==> config.mk <==
export PLATFORM = sky130hd
export DESIGN_NAME = ebu_core
export DESIGN_NICKNAME = d
export VERILOG_FILES = /design/src/include/ebu_pkg.sv /design/src/rtl/ebu_sync.sv /design/src/rtl/ebu_win_decode.sv /design/src/rtl/ebu_core.sv
export SDC_FILE = /design/constraint.sdc
export NUM_CORES = 1
export LEC_CHECK = 0
export BUFFER_PORTS_ARGS = -buffer_cell sky130_fd_sc_hd__buf_2
export CELL_PAD_IN_SITES_DETAIL_PLACEMENT = 1
export CELL_PAD_IN_SITES_GLOBAL_PLACEMENT = 1
export CORE_MARGIN = 10
export CORE_UTILIZATION = 43
export DETAILED_ROUTE_END_ITERATION = 7
export PLACE_DENSITY = 0.78
export SYNTH_ARGS = -nofsm -noshare
export SYNTH_HDL_FRONTEND = slang
export SYNTH_SLANG_ARGS = --single-unit
export TNS_END_PERCENT = 100
==> constraint.sdc <==
create_clock -name clk -period 3.6 [get_ports clk]
set_clock_uncertainty 0.15 [all_clocks]
set_input_delay 0.36 -clock clk [delete_from_list [all_inputs] [get_ports clk]]
set_output_delay 0.36 -clock clk [all_outputs]
set_load 0.005 [all_outputs]
==> src/include/ebu_pkg.sv <==
// Shared constants, field positions and types of the external bus unit.
package ebu_pkg;

    localparam int REG_AW = 4;
    localparam int WIN_NUM = 4;

    localparam logic [3:0] IDX_SYSCFG = 4'h0;
    localparam logic [3:0] IDX_STATUS = 4'h1;
    localparam logic [3:0] IDX_PORTDIR = 4'h2;
    localparam logic [3:0] IDX_PORTOUT = 4'h3;
    localparam logic [3:0] IDX_PORTIN = 4'h4;
    localparam logic [3:0] IDX_BUSCFG0 = 4'h5;
    localparam logic [3:0] IDX_WINSEL1 = 4'ha;

    localparam int SYS_ARB_EN = 0;
    localparam int SYS_SEG_LO = 1;
    localparam int SYS_SLAVE = 3;

    localparam logic [1:0] SEG_16M = 2'h0;
    localparam logic [1:0] SEG_1M = 2'h1;
    localparam logic [1:0] SEG_256K = 2'h2;
    localparam logic [7:0] SEGMASK_16M = 8'hff;
    localparam logic [7:0] SEGMASK_1M = 8'h0f;
    localparam logic [7:0] SEGMASK_256K = 8'h03;
    localparam logic [7:0] SEGMASK_64K = 8'h00;

    localparam int CFG_WAIT_LO = 0;
    localparam int CFG_TRI = 4;
    localparam int CFG_ALE_LONG = 5;
    localparam int CFG_RW_DLY = 6;
    localparam int CFG_MUX = 7;
    localparam int CFG_BUS16 = 8;
    localparam int CFG_WRL = 9;
    localparam int CFG_READY = 10;
    localparam int CFG_ACTIVE = 11;

    localparam logic [15:0] SYSCFG_RST = 16'h0000;
    localparam logic [15:0] BUSCFG_RST = 16'h0000;
    localparam logic [15:0] WINSEL_RST = 16'h0000;
    localparam logic [15:0] PORT_RST = 16'h0000;
    localparam logic [3:0] ALE_LONG_CNT = 4'h1;
    localparam logic [3:0] CNT_ZERO = 4'h0;
    localparam logic [2:0] WIN_DEFAULT = 3'h0;

    typedef enum logic [2:0] {
        PH_IDLE,
        PH_ADDR,
        PH_DELAY,
        PH_DATA,
        PH_RECOVER,
        PH_HELD
    } ebu_phase_t;

    typedef struct packed {
        logic write;
        logic byteAcc;
        logic [23:0] addr;
        logic [15:0] wdata;
    } ebu_req_t;

    typedef struct packed {
        logic [15:0] out;
        logic [15:0] oeN;
    } ebu_pin16_t;

    // Window hit: base is A23..A12, size code widens the window by powers of two.
    function automatic logic windowHit(input logic [23:0] addr, input logic [15:0] sel);
        logic [11:0] diff;
        diff = addr[23:12] ^ sel[15:4];
        return (diff >> sel[3:0]) == 12'h000;
    endfunction : windowHit

endpackage : ebu_pkg

==> src/rtl/ebu_sync.sv <==
// Two-stage synchroniser for pin inputs.
`timescale 1ns/1ps
module ebu_sync #(
    parameter int W = 1
) (
    input wire logic clk,
    input wire logic rst,
    input wire logic [W-1:0] d,
    output logic [W-1:0] q
);
    logic [1:0][W-1:0] s_q;
    logic [1:0][W-1:0] s_d;

    always_comb begin
        s_d = {s_q[0], d};
    end

    always_ff @(posedge clk) begin
        if (rst) begin
            s_q <= '0;
        end else begin
            s_q <= s_d;
        end
    end

    assign q = s_q[1];
endmodule : ebu_sync

==> src/rtl/ebu_win_decode.sv <==
// Address window decoder with fixed precedence and default fallback.
`timescale 1ns/1ps
module ebu_win_decode (
    input wire logic [23:0] addr,
    input wire logic [3:0][15:0] winSel,
    input wire logic [4:0][15:0] busCfg,
    output logic [2:0] win,
    output logic [15:0] cfg
);
    always_comb begin
        win = ebu_pkg::WIN_DEFAULT;
        for (int i = 1; i <= ebu_pkg::WIN_NUM; i++) begin
            if (busCfg[i][ebu_pkg::CFG_ACTIVE] && ebu_pkg::windowHit(addr, winSel[i-1])) begin
                win = 3'(i);
            end
        end
        cfg = busCfg[win];
    end
endmodule : ebu_win_decode

==> src/rtl/ebu_core.sv <==
// External bus unit: bus modes, timing, windows, chip selects and arbitration.
//
// The address map and the strobed register port were chosen for this implementation.
`timescale 1ns/1ps
module ebu_core (
    input wire logic clk,
    input wire logic rst,
    input wire logic [ebu_pkg::REG_AW-1:0] regAddr,
    input wire logic [15:0] regWdata,
    input wire logic regWe,
    input wire logic regRe,
    output logic [15:0] regRdata,
    input wire logic reqValid,
    input wire ebu_pkg::ebu_req_t req,
    output logic reqReady,
    output logic rspValid,
    output logic [15:0] rspRdata,
    output ebu_pkg::ebu_pin16_t adPin,
    input wire logic [15:0] adIn,
    output ebu_pkg::ebu_pin16_t addrPin,
    input wire logic [15:0] addrIn,
    output logic [7:0] segOut,
    output logic [7:0] segOeN,
    output logic [4:0] csN,
    output logic ale,
    output logic rdN,
    output logic wrN,
    output logic strobeOeN,
    input wire logic ready,
    input wire logic holdN,
    output logic holdAckOutN,
    output logic holdAckOeN,
    input wire logic holdAckInN,
    output logic busReqN
);
    typedef struct packed {
        ebu_pkg::ebu_phase_t phase;
        logic [15:0] sysCfg;
        logic [4:0][15:0] busCfg;
        logic [3:0][15:0] winSel;
        logic [15:0] portDir;
        logic [15:0] portOut;
        logic [15:0] regRdata;
        ebu_pkg::ebu_req_t req;
        logic [2:0] win;
        logic [15:0] cfg;
        logic [3:0] cnt;
        logic second;
        logic addrPortBus;
        logic holdAck;
        logic rspValid;
        logic [15:0] rdata;
    } ebu_core_state_t;

    ebu_core_state_t s_q;
    ebu_core_state_t s_d;
    logic readySync;
    logic holdSyncN;
    logic ackInSyncN;
    logic [15:0] adSync;
    logic [15:0] addrSync;
    logic [2:0] decWin;
    logic [15:0] decCfg;
    logic arbEn;
    logic slave;
    logic ownBus;
    logic anyDemux;
    logic inCycle;
    logic mux;
    logic bus16;
    logic [15:0] laneData;
    logic [7:0] segMask;

    ebu_sync #(.W(1)) syncReady (.clk(clk), .rst(rst), .d(ready), .q(readySync));
    ebu_sync #(.W(1)) syncHold (.clk(clk), .rst(rst), .d(holdN), .q(holdSyncN));
    ebu_sync #(.W(1)) syncAck (.clk(clk), .rst(rst), .d(holdAckInN), .q(ackInSyncN));
    ebu_sync #(.W(16)) syncAd (.clk(clk), .rst(rst), .d(adIn), .q(adSync));
    ebu_sync #(.W(16)) syncAddr (.clk(clk), .rst(rst), .d(addrIn), .q(addrSync));

    ebu_win_decode decode (
        .addr(req.addr),
        .winSel(s_q.winSel),
        .busCfg(s_q.busCfg),
        .win(decWin),
        .cfg(decCfg)
    );

    assign arbEn = s_q.sysCfg[ebu_pkg::SYS_ARB_EN];
    assign slave = s_q.sysCfg[ebu_pkg::SYS_SLAVE];
    assign ownBus = !(arbEn && slave) || !ackInSyncN;
    assign reqReady = (s_q.phase == ebu_pkg::PH_IDLE) && ownBus && !(arbEn && !slave && !holdSyncN);
    assign mux = s_q.cfg[ebu_pkg::CFG_MUX];
    assign bus16 = s_q.cfg[ebu_pkg::CFG_BUS16];
    assign inCycle = (s_q.phase == ebu_pkg::PH_ADDR) || (s_q.phase == ebu_pkg::PH_DELAY)
        || (s_q.phase == ebu_pkg::PH_DATA);

    always_comb begin
        anyDemux = 1'b0;
        for (int i = 0; i <= ebu_pkg::WIN_NUM; i++) begin
            if (s_q.busCfg[i][ebu_pkg::CFG_ACTIVE] && !s_q.busCfg[i][ebu_pkg::CFG_MUX]) begin
                anyDemux = 1'b1;
            end
        end
    end

    always_comb begin
        s_d = s_q;
        s_d.rspValid = 1'b0;
        if (anyDemux) begin
            s_d.addrPortBus = 1'b1;
        end
        if (regWe) begin
            if (regAddr == ebu_pkg::IDX_SYSCFG) begin
                s_d.sysCfg = regWdata;
            end
            if (regAddr == ebu_pkg::IDX_PORTDIR) begin
                s_d.portDir = regWdata;
            end
            if (regAddr == ebu_pkg::IDX_PORTOUT) begin
                s_d.portOut = regWdata;
            end
            for (int i = 0; i <= ebu_pkg::WIN_NUM; i++) begin
                if (regAddr == ebu_pkg::IDX_BUSCFG0 + 4'(i)) begin
                    s_d.busCfg[i] = regWdata;
                end
            end
            for (int i = 0; i < ebu_pkg::WIN_NUM; i++) begin
                if (regAddr == ebu_pkg::IDX_WINSEL1 + 4'(i)) begin
                    s_d.winSel[i] = regWdata;
                end
            end
        end
        s_d.regRdata = 16'h0000;
        if (regRe) begin
            case (regAddr)
                ebu_pkg::IDX_SYSCFG: begin
                    s_d.regRdata = s_q.sysCfg;
                end
                ebu_pkg::IDX_STATUS: begin
                    s_d.regRdata = {8'h00, s_q.addrPortBus, s_q.holdAck, s_q.win, s_q.phase};
                end
                ebu_pkg::IDX_PORTDIR: begin
                    s_d.regRdata = s_q.portDir;
                end
                ebu_pkg::IDX_PORTOUT: begin
                    s_d.regRdata = s_q.portOut;
                end
                ebu_pkg::IDX_PORTIN: begin
                    s_d.regRdata = addrSync;
                end
                default: begin
                    for (int i = 0; i <= ebu_pkg::WIN_NUM; i++) begin
                        if (regAddr == ebu_pkg::IDX_BUSCFG0 + 4'(i)) begin
                            s_d.regRdata = s_q.busCfg[i];
                        end
                    end
                    for (int i = 0; i < ebu_pkg::WIN_NUM; i++) begin
                        if (regAddr == ebu_pkg::IDX_WINSEL1 + 4'(i)) begin
                            s_d.regRdata = s_q.winSel[i];
                        end
                    end
                end
            endcase
        end
        case (s_q.phase)
            ebu_pkg::PH_IDLE: begin
                if (arbEn && !slave && !holdSyncN) begin
                    s_d.phase = ebu_pkg::PH_HELD;
                end else if (reqValid && reqReady) begin
                    s_d.req = req;
                    s_d.win = decWin;
                    s_d.cfg = decCfg;
                    s_d.second = 1'b0;
                    s_d.cnt = decCfg[ebu_pkg::CFG_ALE_LONG] ? ebu_pkg::ALE_LONG_CNT
                        : ebu_pkg::CNT_ZERO;
                    if (decCfg[ebu_pkg::CFG_ACTIVE]) begin
                        s_d.phase = ebu_pkg::PH_ADDR;
                    end else begin
                        s_d.rspValid = 1'b1;
                        s_d.rdata = 16'h0000;
                    end
                end
            end
            ebu_pkg::PH_ADDR: begin
                if (s_q.cnt != ebu_pkg::CNT_ZERO) begin
                    s_d.cnt = s_q.cnt - 4'h1;
                end else begin
                    s_d.cnt = s_q.cfg[ebu_pkg::CFG_WAIT_LO +: 4];
                    s_d.phase = s_q.cfg[ebu_pkg::CFG_RW_DLY] ? ebu_pkg::PH_DELAY
                        : ebu_pkg::PH_DATA;
                end
            end
            ebu_pkg::PH_DELAY: begin
                s_d.phase = ebu_pkg::PH_DATA;
            end
            ebu_pkg::PH_DATA: begin
                if (s_q.cnt != ebu_pkg::CNT_ZERO) begin
                    s_d.cnt = s_q.cnt - 4'h1;
                end else if (s_q.cfg[ebu_pkg::CFG_READY] && readySync) begin
                    s_d.cnt = ebu_pkg::CNT_ZERO;
                end else begin
                    if (!bus16) begin
                        if (s_q.second) begin
                            s_d.rdata[15:8] = adSync[7:0];
                        end else begin
                            s_d.rdata = {8'h00, adSync[7:0]};
                        end
                    end else if (s_q.req.byteAcc && s_q.req.addr[0]) begin
                        s_d.rdata = {8'h00, adSync[15:8]};
                    end else begin
                        s_d.rdata = adSync;
                    end
                    if (!bus16 && !s_q.req.byteAcc && !s_q.second) begin
                        s_d.second = 1'b1;
                        s_d.req.addr = s_q.req.addr + 24'h00_0001;
                        s_d.phase = ebu_pkg::PH_ADDR;
                        s_d.cnt = s_q.cfg[ebu_pkg::CFG_ALE_LONG] ? ebu_pkg::ALE_LONG_CNT
                            : ebu_pkg::CNT_ZERO;
                    end else begin
                        s_d.rspValid = 1'b1;
                        s_d.phase = s_q.cfg[ebu_pkg::CFG_TRI] ? ebu_pkg::PH_RECOVER
                            : ebu_pkg::PH_IDLE;
                    end
                end
            end
            ebu_pkg::PH_RECOVER: begin
                s_d.phase = ebu_pkg::PH_IDLE;
            end
            ebu_pkg::PH_HELD: begin
                s_d.holdAck = holdSyncN ? 1'b0 : 1'b1;
                if (holdSyncN) begin
                    s_d.phase = ebu_pkg::PH_IDLE;
                end
            end
            default: begin
                s_d.phase = ebu_pkg::PH_IDLE;
            end
        endcase
    end

    always_ff @(posedge clk) begin
        if (rst) begin
            s_q.phase <= ebu_pkg::PH_IDLE;
            s_q.sysCfg <= ebu_pkg::SYSCFG_RST;
            s_q.busCfg <= {5{ebu_pkg::BUSCFG_RST}};
            s_q.winSel <= {4{ebu_pkg::WINSEL_RST}};
            s_q.portDir <= ebu_pkg::PORT_RST;
            s_q.portOut <= ebu_pkg::PORT_RST;
            s_q.regRdata <= 16'h0000;
            s_q.req <= '0;
            s_q.win <= ebu_pkg::WIN_DEFAULT;
            s_q.cfg <= ebu_pkg::BUSCFG_RST;
            s_q.cnt <= ebu_pkg::CNT_ZERO;
            s_q.second <= 1'b0;
            s_q.addrPortBus <= 1'b0;
            s_q.holdAck <= 1'b0;
            s_q.rspValid <= 1'b0;
            s_q.rdata <= 16'h0000;
        end else begin
            s_q <= s_d;
        end
    end

    assign laneData = s_q.req.byteAcc ? {2{s_q.req.wdata[7:0]}}
        : ((!bus16 && s_q.second) ? {8'h00, s_q.req.wdata[15:8]} : s_q.req.wdata);

    always_comb begin
        adPin.out = 16'h0000;
        adPin.oeN = 16'hffff;
        if (inCycle) begin
            if (mux && s_q.phase == ebu_pkg::PH_ADDR) begin
                adPin.out = s_q.req.addr[15:0];
                adPin.oeN = 16'h0000;
            end else if (s_q.req.write && s_q.phase == ebu_pkg::PH_DATA) begin
                adPin.out = laneData;
                adPin.oeN = bus16 ? 16'h0000 : 16'hff00;
            end
        end
    end

    always_comb begin
        if (s_q.addrPortBus) begin
            addrPin.out = s_q.req.addr[15:0];
            addrPin.oeN = (s_q.phase == ebu_pkg::PH_HELD) ? 16'hffff : 16'h0000;
        end else begin
            addrPin.out = s_q.portOut;
            addrPin.oeN = ~s_q.portDir;
        end
    end

    always_comb begin
        case (s_q.sysCfg[ebu_pkg::SYS_SEG_LO +: 2])
            ebu_pkg::SEG_16M: segMask = ebu_pkg::SEGMASK_16M;
            ebu_pkg::SEG_1M: segMask = ebu_pkg::SEGMASK_1M;
            ebu_pkg::SEG_256K: segMask = ebu_pkg::SEGMASK_256K;
            default: segMask = ebu_pkg::SEGMASK_64K;
        endcase
    end

    assign segOut = s_q.req.addr[23:16] & segMask;
    assign segOeN = (s_q.phase == ebu_pkg::PH_HELD) ? 8'hff : ~segMask;

    always_comb begin
        csN = 5'h1f;
        if (inCycle) begin
            csN[s_q.win] = 1'b0;
        end
    end

    assign ale = (s_q.phase == ebu_pkg::PH_ADDR);
    assign rdN = !(s_q.phase == ebu_pkg::PH_DATA && !s_q.req.write);
    assign wrN = !(s_q.phase == ebu_pkg::PH_DATA && s_q.req.write
        && (!s_q.cfg[ebu_pkg::CFG_WRL] || !bus16
        || (s_q.req.byteAcc && !s_q.req.addr[0])));
    assign strobeOeN = (s_q.phase == ebu_pkg::PH_HELD);
    assign holdAckOutN = !s_q.holdAck;
    assign holdAckOeN = !arbEn || slave;
    assign busReqN = !(arbEn && ((slave && reqValid && ackInSyncN)
        || (!slave && s_q.phase == ebu_pkg::PH_HELD && reqValid)));
    assign regRdata = s_q.regRdata;
    assign rspValid = s_q.rspValid;
    assign rspRdata = s_q.rdata;
endmodule : ebu_core

* After elaboration in Yosys (flattened, before gate mapping) *
Cells that the tools add are included.

cells by class
  bitwise gates (word level) = 10
  shift-type cells = 4
  equality and inequality tests = 31
  magnitude comparators = 3
  multiplexer cells = 73
  reductions and logical operators = 88
  $add $sub $neg = 2

operators by type and width
  cell                   count
  $mux 16                16
  $mux 32                4
  $mux 64                2
  $mux 17                5
  $pmux 16 s5            1
  $mux 24                3
  $bmux 16 s3            1
  $logic_not 12->1       4
  $pmux 24 s2            1
  $shr 12x4->12          4
  $xor 12x12->12         4
  $pmux 17 s2            1
  $logic_and 1x1->1      31
  $mux 3                 10
  $add 24x1->24 const B  1
  $eq 4x4->1 const B     6
  $mux 8                 3
  $pmux 8 s3             1
  $reduce_and 2->1       12
  $logic_not 1->1        21
  $reduce_and 6->1       3
  $eq 4x3->1 const B     4
  $not 16->16            1
  $pmux 3 s5             1
  38 further kinds       71

storage, ports and cells
  output and inout bits = 126
  input bits = 102
  flip-flop bits (word level) = 366

* Logic depth before layout (Yosys ltp) *
Gate-level depths: netlist of the first run.

  depth after elaboration = 14
  mapped depth = 12

* Cells and area by module *
Synthesis of the first run repeated with hierarchy kept, for this count alone.

second synthesis, totals
  cells, all modules = 2,247
  area, all modules = 17,737.0 um2

by module, submodules not included
  module                   area an instance (um2)  times used  cells an instance
  ebu_core                 14,093.5                1           1,871
  ebu_win_decode           1,759.2                 1           230
  ebu_sync at syncAd ...   863.3                   2           67
  ebu_sync at syncAck ...  52.6                    3           4

* Worst setup path before layout of the first run *
Ideal clock, no wire load.

  path type = input to register
  from = in req[35] (netlist bit)
  to = reg s_q[34] (netlist bit)
  arrival time = 2.540 ns
  stages on the path = 10
  setup slack = 0.772 ns
  cell sequence = clkbuf_1 > xor2_1 > a21oi_1 > o41ai_1 > or4_4 > a221oi_4 > or3_2 > nor2_2 > a222oi_1 > o211ai_1

on the way
  longest elaborated chain between the ends = 10
  elaborated cells on any way between the ends = 22

RTL lines
  element                          RTL line              text
  from (decl)                      ebu_core.sv:14        input wire ebu_pkg::ebu_req_t req,
  $xor 12x12->12                   ebu_pkg.sv:69         diff = addr[23:12] ^ sel[15:4];
  $shr 12x4->12                    ebu_pkg.sv:70         return (diff >> sel[3:0]) == 12'h000;
  $logic_not 12->1                 ebu_pkg.sv:70
  $logic_and 1x1->1                ebu_win_decode.sv:13  if (busCfg[i][ebu_pkg::CFG_ACTIVE] && ebu_pkg::windowHit(addr, winSel[i-1])) begin
  $mux 1                           ebu_win_decode.sv:13
  $mux 2 (2 in series)             ebu_win_decode.sv:13
  $mux 3 *                         ebu_win_decode.sv:13
  $bmux 16 s3 *                    ebu_win_decode.sv:17  cfg = busCfg[win];
  $mux 16 (implied by the code) *  ebu_win_decode.sv:17
  to (decl)                        ebu_core.sv:55        ebu_core_state_t s_q;

Every way passes the cells marked *; elsewhere a longest branch is shown, timed or not. The select of a mux whose other input is x is not followed.
A chain may end at the register's enable or synchronous reset.

* Worst setup path in the final report of the first run *
  from = reg s_q[181] (netlist name)
  to = reg s_q (netlist bit mux)

on the way
  longest elaborated chain between the ends = 6

RTL lines
  element                        RTL line
  $shr 12x4->12                  ebu_pkg.sv:70
  $logic_not 12->1               ebu_pkg.sv:70
  $logic_and 1x1->1              ebu_win_decode.sv:13
  $mux 3                         ebu_win_decode.sv:13
  $bmux 16 s3                    ebu_win_decode.sv:17
  $mux 16 (implied by the code)  ebu_win_decode.sv:17

Every way passes these cells. The select of a mux whose other input is x is not followed.

==> flow_summary_export.csv, run 1 <==
group,metric,value,unit
run_status,outcome,"finished, violations left",
run_status,failed_checks,"DRC",
worst_setup_path,r2r-end,"mux",
synth,synth_ff_type,"dfxtp_1",
global_routing,grt_first_pass_wirelength,107000,um
placed_design,port-buffer-count,227,
floorplan,ios,228,
clock_tree,clk_pin_slew,0.06,ns
clock_tree,htreeDepth,2,
power,leakage,0.00723,uW
power,intPower,7030,uW
synth,synth_edf_count,0,
timing,fin_tns_setup,0,ns
synth,ys_seq_elements,361,
worst_setup_path,start_kind,"flop",
synth,yosys_warnings,0,
global_routing,grt_usage,0.291,
floorplan,dieWidth,216,um
global_routing,antenna_found_initial,6,
power,seqPwrFrac,0.443,
floorplan,core,37800,um^2
synth,netlist_instances,2092,
drt,wl_per_cell,25.5,um
power,powerDensity,489,nW/um^2
power,swShare,0.267,
power,irDropWorstVdd,359,uV
placed_design,routabilityCongestion,0.898,
timing,maxSlewHeadroom,0.244,
worst_setup_path,reg2reg_depth,8,
cells_and_area,final.fill_count,4591,
placed_design,dpl.hpwl,49000,um
clock_tree,cts_tree,"done",
cells_and_area,regArea,7230,um^2
run,drv_cap,0,
drt,wirelength,71100,um
cells_and_area,drive_above_1_share,0.167,
timing,post-route-period-util,0.920,
drt,drc,13,
synth,syn_area,16500,um^2
floorplan,start_util,0.438,
synth,synth_cell_types,71,
timing,fin_crit,3.31,ns
drt,num_vias,16729,
drt,first_pass_iters,8,
worst_setup_path,worstSetupPathType,"flop to flop",
drt,drt_iter0_drc,1802,
hold_path,min_path_type,"input port to flop",
clock_tree,insertion_delay,0.56,ns
worst_setup_path,cp_data_arrival_time,3.58,ns
timing,setup_violations,0,
floorplan,rows,71,
synth,syn_nets,2197,
worst_setup_path,crit_end,"mux",
worst_setup_path,r2r_slack,0.29,ns
global_routing,grt_pass1_vias,17075,
global_routing,grt-ovfl-total,0,
synth,async_flop_share,0,
worst_setup_path,crit_path_max_fanout,11,
global_routing,grt_max_degree,121,
timing,worstMarginPinSlew,1.13,ns
cells_and_area,final_nets,2345,
worst_setup_path,cp-end-kind,"flop",
worst_setup_path,cp.required,3.86,ns
timing,fin_ws,0.287,ns
drt,antenna_left,0,
worst_setup_path,reg2reg_from,"s_q[181]",
cells_and_area,syn_to_final_growth,18.7,%
floorplan,dieArea,46700,um^2
timing,hold_viol,0,
power,clock_power_share,0.452,
power,power.switching,2550,uW
synth,syn_avg_cell_area,7.90,um^2
timing,fmax,302,MHz
clock_tree,cts_buffer_depth,3,
synth,synth_area_leaders,"dfxtp_1, nand2_1, a21oi_1",
placed_design,pre_cts_slack,0.286,ns
clock_tree,postCtsSetupBuffers,0,
clock_tree,cts.sinks,361,
worst_setup_path,startpoint,"s_q[181]",
timing,rsz0062_at_grt,"false",
floorplan,die_h,216,um
synth,yosysTopAreaCellShare,0.437,
drt,viasPerCell,6.00,
synth,yosys.area.top_type,"dfxtp_1",
power,p_comb_frac,0.105,
clock_tree,cts_root_buf,"clkbuf_16",
timing,maxSlewViolCount,0,
cells_and_area,multi_input_area,8210,um^2
synth,yosysSeqAreaShare,0.437,
clock_tree,numCtsBuffers,40,
cells in the mapped netlist, drive strengths merged (10+ instances only):
library cell and number:
nand2 511, dfxtp 361, a21oi 282, clkbuf 154, nor2 107, nor2b 76
buf 69, o21ai 66, a22oi 44, a222oi 36, mux2i 35, a31oi 34
xnor2 34, a221oi 26, nor3 26, and2 23, xor2 21, nand3 18
inv 17, mux2 17, a22o 15, o211ai 14, or3 12, a211oi 10
nand2b 10
state kept, by name, summed over array words and instances (netlist names):
register       count
s_q              255
regRdata          16
rspRdata          16
syncAd.q          16
syncAd.s_d        16
syncAddr.q        16
syncAddr.s_d      16
arbEn              1
bus16              1
mux                1
rspValid           1
syncAck.q          1
syncAck.s_d        1
syncHold.q         1
syncHold.s_d       1
syncReady.q        1
syncReady.s_d      1
metrics by stage:
step / utilization / cells / hold WS [ns] / power [uW] / instance area [um^2]
2_1_floorplan: - / 2092 / 0.264 / 4840 / 16500
3_3_place_gp: 0.466 / 2648 / 0.266 / 5200 / 17600
3_5_place_dp: 0.466 / 2648 / 0.276 / 5230 / 17600
4_1_cts: 0.519 / 2782 / 0.00776 / 9550 / 19600
5_1_grt: 0.519 / 2783 / 0.0522 / 9870 / 19600
6_report: 0.519 / 2786 / 0.0327 / 9580 / 19600
kinds of logic after synthesis:
group | synth area share
and+or+nand+nor | 0.215
AOI/OAI and AO/OA | 0.215
DFF | 0.437
buffers and inverters | 0.0680
xor gates and xnor gates | 0.0296
muxes | 0.0328
adders and majority gates | 0.00227
critical path, stage by stage, from the launching register on:
cell,delay [ns]
dfxtp_1,0.50
inv_1,0.16
mux2i_1,0.22
a21oi_1,0.10
or4_4,0.50
a221oi_4,0.56
a21o_1,0.59
mux2i_1,0.29
o211ai_1,0.10
cell usage in the layout, fill, tap and decap left out, types with 5 or more instances in the layout:
master	Yosys	routed
mux2i_1	35	35
a222oi_1	36	36
nand3_1	18	18
clkbuf_1	153	8
and3_1	6	6
a211oi_1	10	10
buf_2	9	226
bufinv_16	0	5
nand4_1	6	6
clkinv_2	0	8
inv_1	17	17
dlygate4sd3_1	0	61
nor3_2	0	5
a22oi_1	44	44
nor3_1	26	21
nor2b_1	76	75
nor2_1	105	105
mux2_2	17	17
xnor2_1	34	34
a21oi_1	281	280
o21ai_0	66	66
a21o_1	6	6
xor2_1	20	20
a41oi_1	5	5
or3_1	11	11
nand2b_1	10	10
nand2_1	511	510
a22o_1	15	15
o211ai_1	14	14
a31oi_1	34	34
clkbuf_8	0	6
dfxtp_1	361	361
nand3b_1	5	5
clkbuf_16	0	40
a221oi_1	24	24
buf_4	52	40
and2_1	21	20
power by group through the flow:
stage,sequential (uW),combinational [uW],clock [uW]
after CTS,4240,973,4340
final,4250,1000,4330
after global placement,4320,884,0
after global routing,4250,1080,4540
after detailed placement,4320,910,0
after floorplan,4260,578,0
layout make-up:
cell class,count,share of cell area
antenna,4,0.000511
clock buffer,54,0.0568
clock inverter,19,0.0133
inverter,17,0.00326
multi-input combinational,1491,0.419
sequential,361,0.369
tap,511,0.0326
timing repair buffer,329,0.106
repair_timing:
action | 4_1_cts | 5_1_grt
setup endpoints to repair | 0 | 6
hold endpoints to repair | 61 | 0
resized for setup | 0 | 3
hold buffers | 61 | 0
metal layers:
layer / track usage / routed length (um) / vias up
met1: 0.365 / 28500 / 8256
met3: 0.0554 / 6120 / 160
met4: 0.107 / 2630 / 2
met5: 0 / 11 / -
li1: - / - / 7465
met2: 0.487 / 33800 / 846
how the worst min path moves through the flow:
| stage | startpoint | to | slack (ns) | cells after the start |
|---|---|---|---|---|
| floorplan | syncAck.s_d[1] | syncAck.q | 0.26 | 1 |
| global route | regWdata[14] | s_q[147] | 0.05 | 3 |
| global placement | syncAd.s_d[18] | syncAd.q[2] | 0.27 | 1 |
| finish | req[22] | s_q[65] | 0.03 | 3 |
| detailed placement | syncAddr.s_d[30] | syncAddr.q[14] | 0.28 | 1 |
| CTS | req[22] | s_q[65] | 0.008 | 3 |
Power figures use the tool's default switching activity.
==> run 2, diff against run 1 <==
==> constraint.sdc (replaced) <==
create_clock -name clk -period 3.6 [get_ports clk]
set_clock_uncertainty 0.15 [all_clocks]
set_input_delay 0.54 -clock clk [delete_from_list [all_inputs] [get_ports clk]]
set_output_delay 0.54 -clock clk [all_outputs]
set_load 0.005 [all_outputs]
==> run 2 against run 1 <==
The flow still finishes with violations (DRC). Via count shrank 4.0%. Highest routed layer unchanged. Sequential share of layout area grew 1.3 points. Core utilization shrank 1.8 points. Setup slack lost 0.12 ns. Global-route usage shrank 1.6 points. Clock-buffer cell count shrank 2. Fmax shrank 3.4%. Register-to-register slack is essentially flat. Critical endpoint is now adPin[10].
==> flow_summary_export.csv, run 2 (same netlist as run 1, synthesis figures left out) <==
group,metric,value,unit
run_status,outcome,"finished, violations left",
run_status,failed_checks,"DRC",
cells_and_area,syn_to_final_growth,14.6,%
worst_setup_path,start_kind,"flop",
timing,post-route-period-util,0.952,
timing,hold_viol,0,
timing,rsz0062_at_grt,"true",
clock_tree,numCtsBuffers,41,
worst_setup_path,crit_slowest_cell,"dfxtp_1",
cells_and_area,final_nets,2286,
floorplan,ios,228,
global_routing,grt_pass1_vias,16190,
cells_and_area,final_core_util,0.501,
power,leakage,0.00694,uW
floorplan,die_h,216,um
drt,wirelength,67500,um
floorplan,dieWidth,216,um
timing,fin_crit,3.43,ns
cells_and_area,final_common_cell,"nand2_1",
floorplan,core,37800,um^2
drt,num_vias,16059,
timing,holdWs,0.0541,ns
floorplan,dieArea,46700,um^2
power,power.total,9250,uW
clock_tree,cts_tree,"done",
floorplan,rows,71,
worst_setup_path,cp.required,2.91,ns
timing,maxSlewViolCount,0,
global_routing,antenna_found_initial,4,
drt,antenna_left,0,
drt,drc,9,
clock_tree,cts.sinks,361,
timing,maxSlewHeadroom,0.277,
cells_and_area,largest_reg_flops,255,
worst_setup_path,cp_data_arrival_time,2.74,ns
clock_tree,cts_buffer_depth,3,
global_routing,grt_max_degree,149,
clock_tree,postCtsSetupBuffers,0,
worst_setup_path,worstSetupPathType,"flop to primary output",
clock_tree,clk_pin_slew,0.06,ns
cells_and_area,final_cell_mix,"nand2_1, dfxtp_1, a21oi_1",
hold_path,min_path_type,"input port to flop",
global_routing,grt-ovfl-total,0,
power,irDropWorstVdd,362,uV
timing,fmax,292,MHz
drt,first_pass_iters,8,
drt,wl_per_cell,24.8,um
cells_and_area,drive_above_1_share,0.173,
cells_and_area,top_register,"s_q",
worst_setup_path,crit_path_max_fanout,18,
placed_design,pre_cts_slack,0.0393,ns
drt,viasPerCell,5.90,
clock_tree,insertion_delay,0.55,ns
timing,fin_ws,0.171,ns
placed_design,dpl.hpwl,49200,um
drt,drt_iter0_drc,1566,
clock_tree,htreeDepth,2,
worst_setup_path,cp-end-kind,"primary output",
timing,worstMarginPinSlew,1.08,ns
clock_tree,cts_root_buf,"clkbuf_16",
timing,setup_violations,0,
placed_design,routabilityCongestion,0.920,
power,powerDensity,489,nW/um^2
global_routing,grt_first_pass_wirelength,101000,um
placed_design,port-buffer-count,227,
worst_setup_path,critPathMaxStageDelay,0.57,ns
floorplan,start_util,0.438,
global_routing,grt_usage,0.275,
worst_setup_path,crit_path_cell_trace,"buf_4 > nand2b_1 > nor2_1 > and2_1 > a31oi_1 > buf_2",
run,drv_cap,0,
[run 2: cell types whose count changed in the layout (fill, tap and decap cells not counted), sizes merged, moves of 2 or more]
cell and delta:
bufinv -4, clkbuf -2, clkinv +4, clkinvlp +2
diode -2, dlygate4sd3 -61
[run 2: critical path: cells and delay by family (launching register included)]
family,cells,cell delay (ns)
AOI/OAI and AO/OA,1,0.54
buffers and inverters,2,0.44
and+or+nand+nor,3,0.66
DFF,1,0.57
[run 2: per-layer routing]
layer	global-route usage	part of all wire
met1	0.347	0.42
met2	0.449	0.47
met3	0.0635	0.078
met4	0.102	0.034
met5	0	0.00047
[run 2: power by group]
part / internal [uW] / total (uW) / switching, uW
Clock: 2320 / 4080 / 1750
Sequential: 4120 / 4250 / 130
Combinational: 314 / 924 / 610
Total: 6750 / 9250 / 2490
[run 2: area by class of cell]
| cell class | count | area [um^2] |
|---|---|---|
| fill | 4701 | 18800 |
| multi-input combinational | 1491 | 8210 |
| sequential | 361 | 7230 |
| timing repair buffer | 269 | 1490 |
| clock buffer | 52 | 1140 |
| tap | 511 | 639 |
| clock inverter | 20 | 151 |
| inverter | 17 | 63.8 |
| antenna | 2 | 5.00 |
[run 2: timing repair]
| action | in CTS | in global routing |
|---|---|---|
| endpoints found under the setup margin | 1 | 18 |
| cloned | 0 | 0 |
| hold buffers | 0 | 0 |
| gates resized for setup | 1 | 2 |
[run 2: final timing paths]
kind	start	endpoint	cells past startpoint	slack, ns
max	s_q[295]	adPin[10]	6	0.17
min	addrIn[11]	syncAddr.s_d[27]	2	0.05
max reg2reg	s_q[157]	rspRdata[4]	10	0.28
min reg2reg	syncAddr.s_d[27]	syncAddr.q[11]	1	0.28
[run 2: through the flow]
stage	cells	TNS (ns)	instance area, um^2
2_1_floorplan	2092	0	16500
3_3_place_gp	2649	0	17600
3_5_place_dp	2649	0	17600
4_1_cts	2721	0	18900
5_1_grt	2721	-0.123	18900
6_report	2723	0	18900
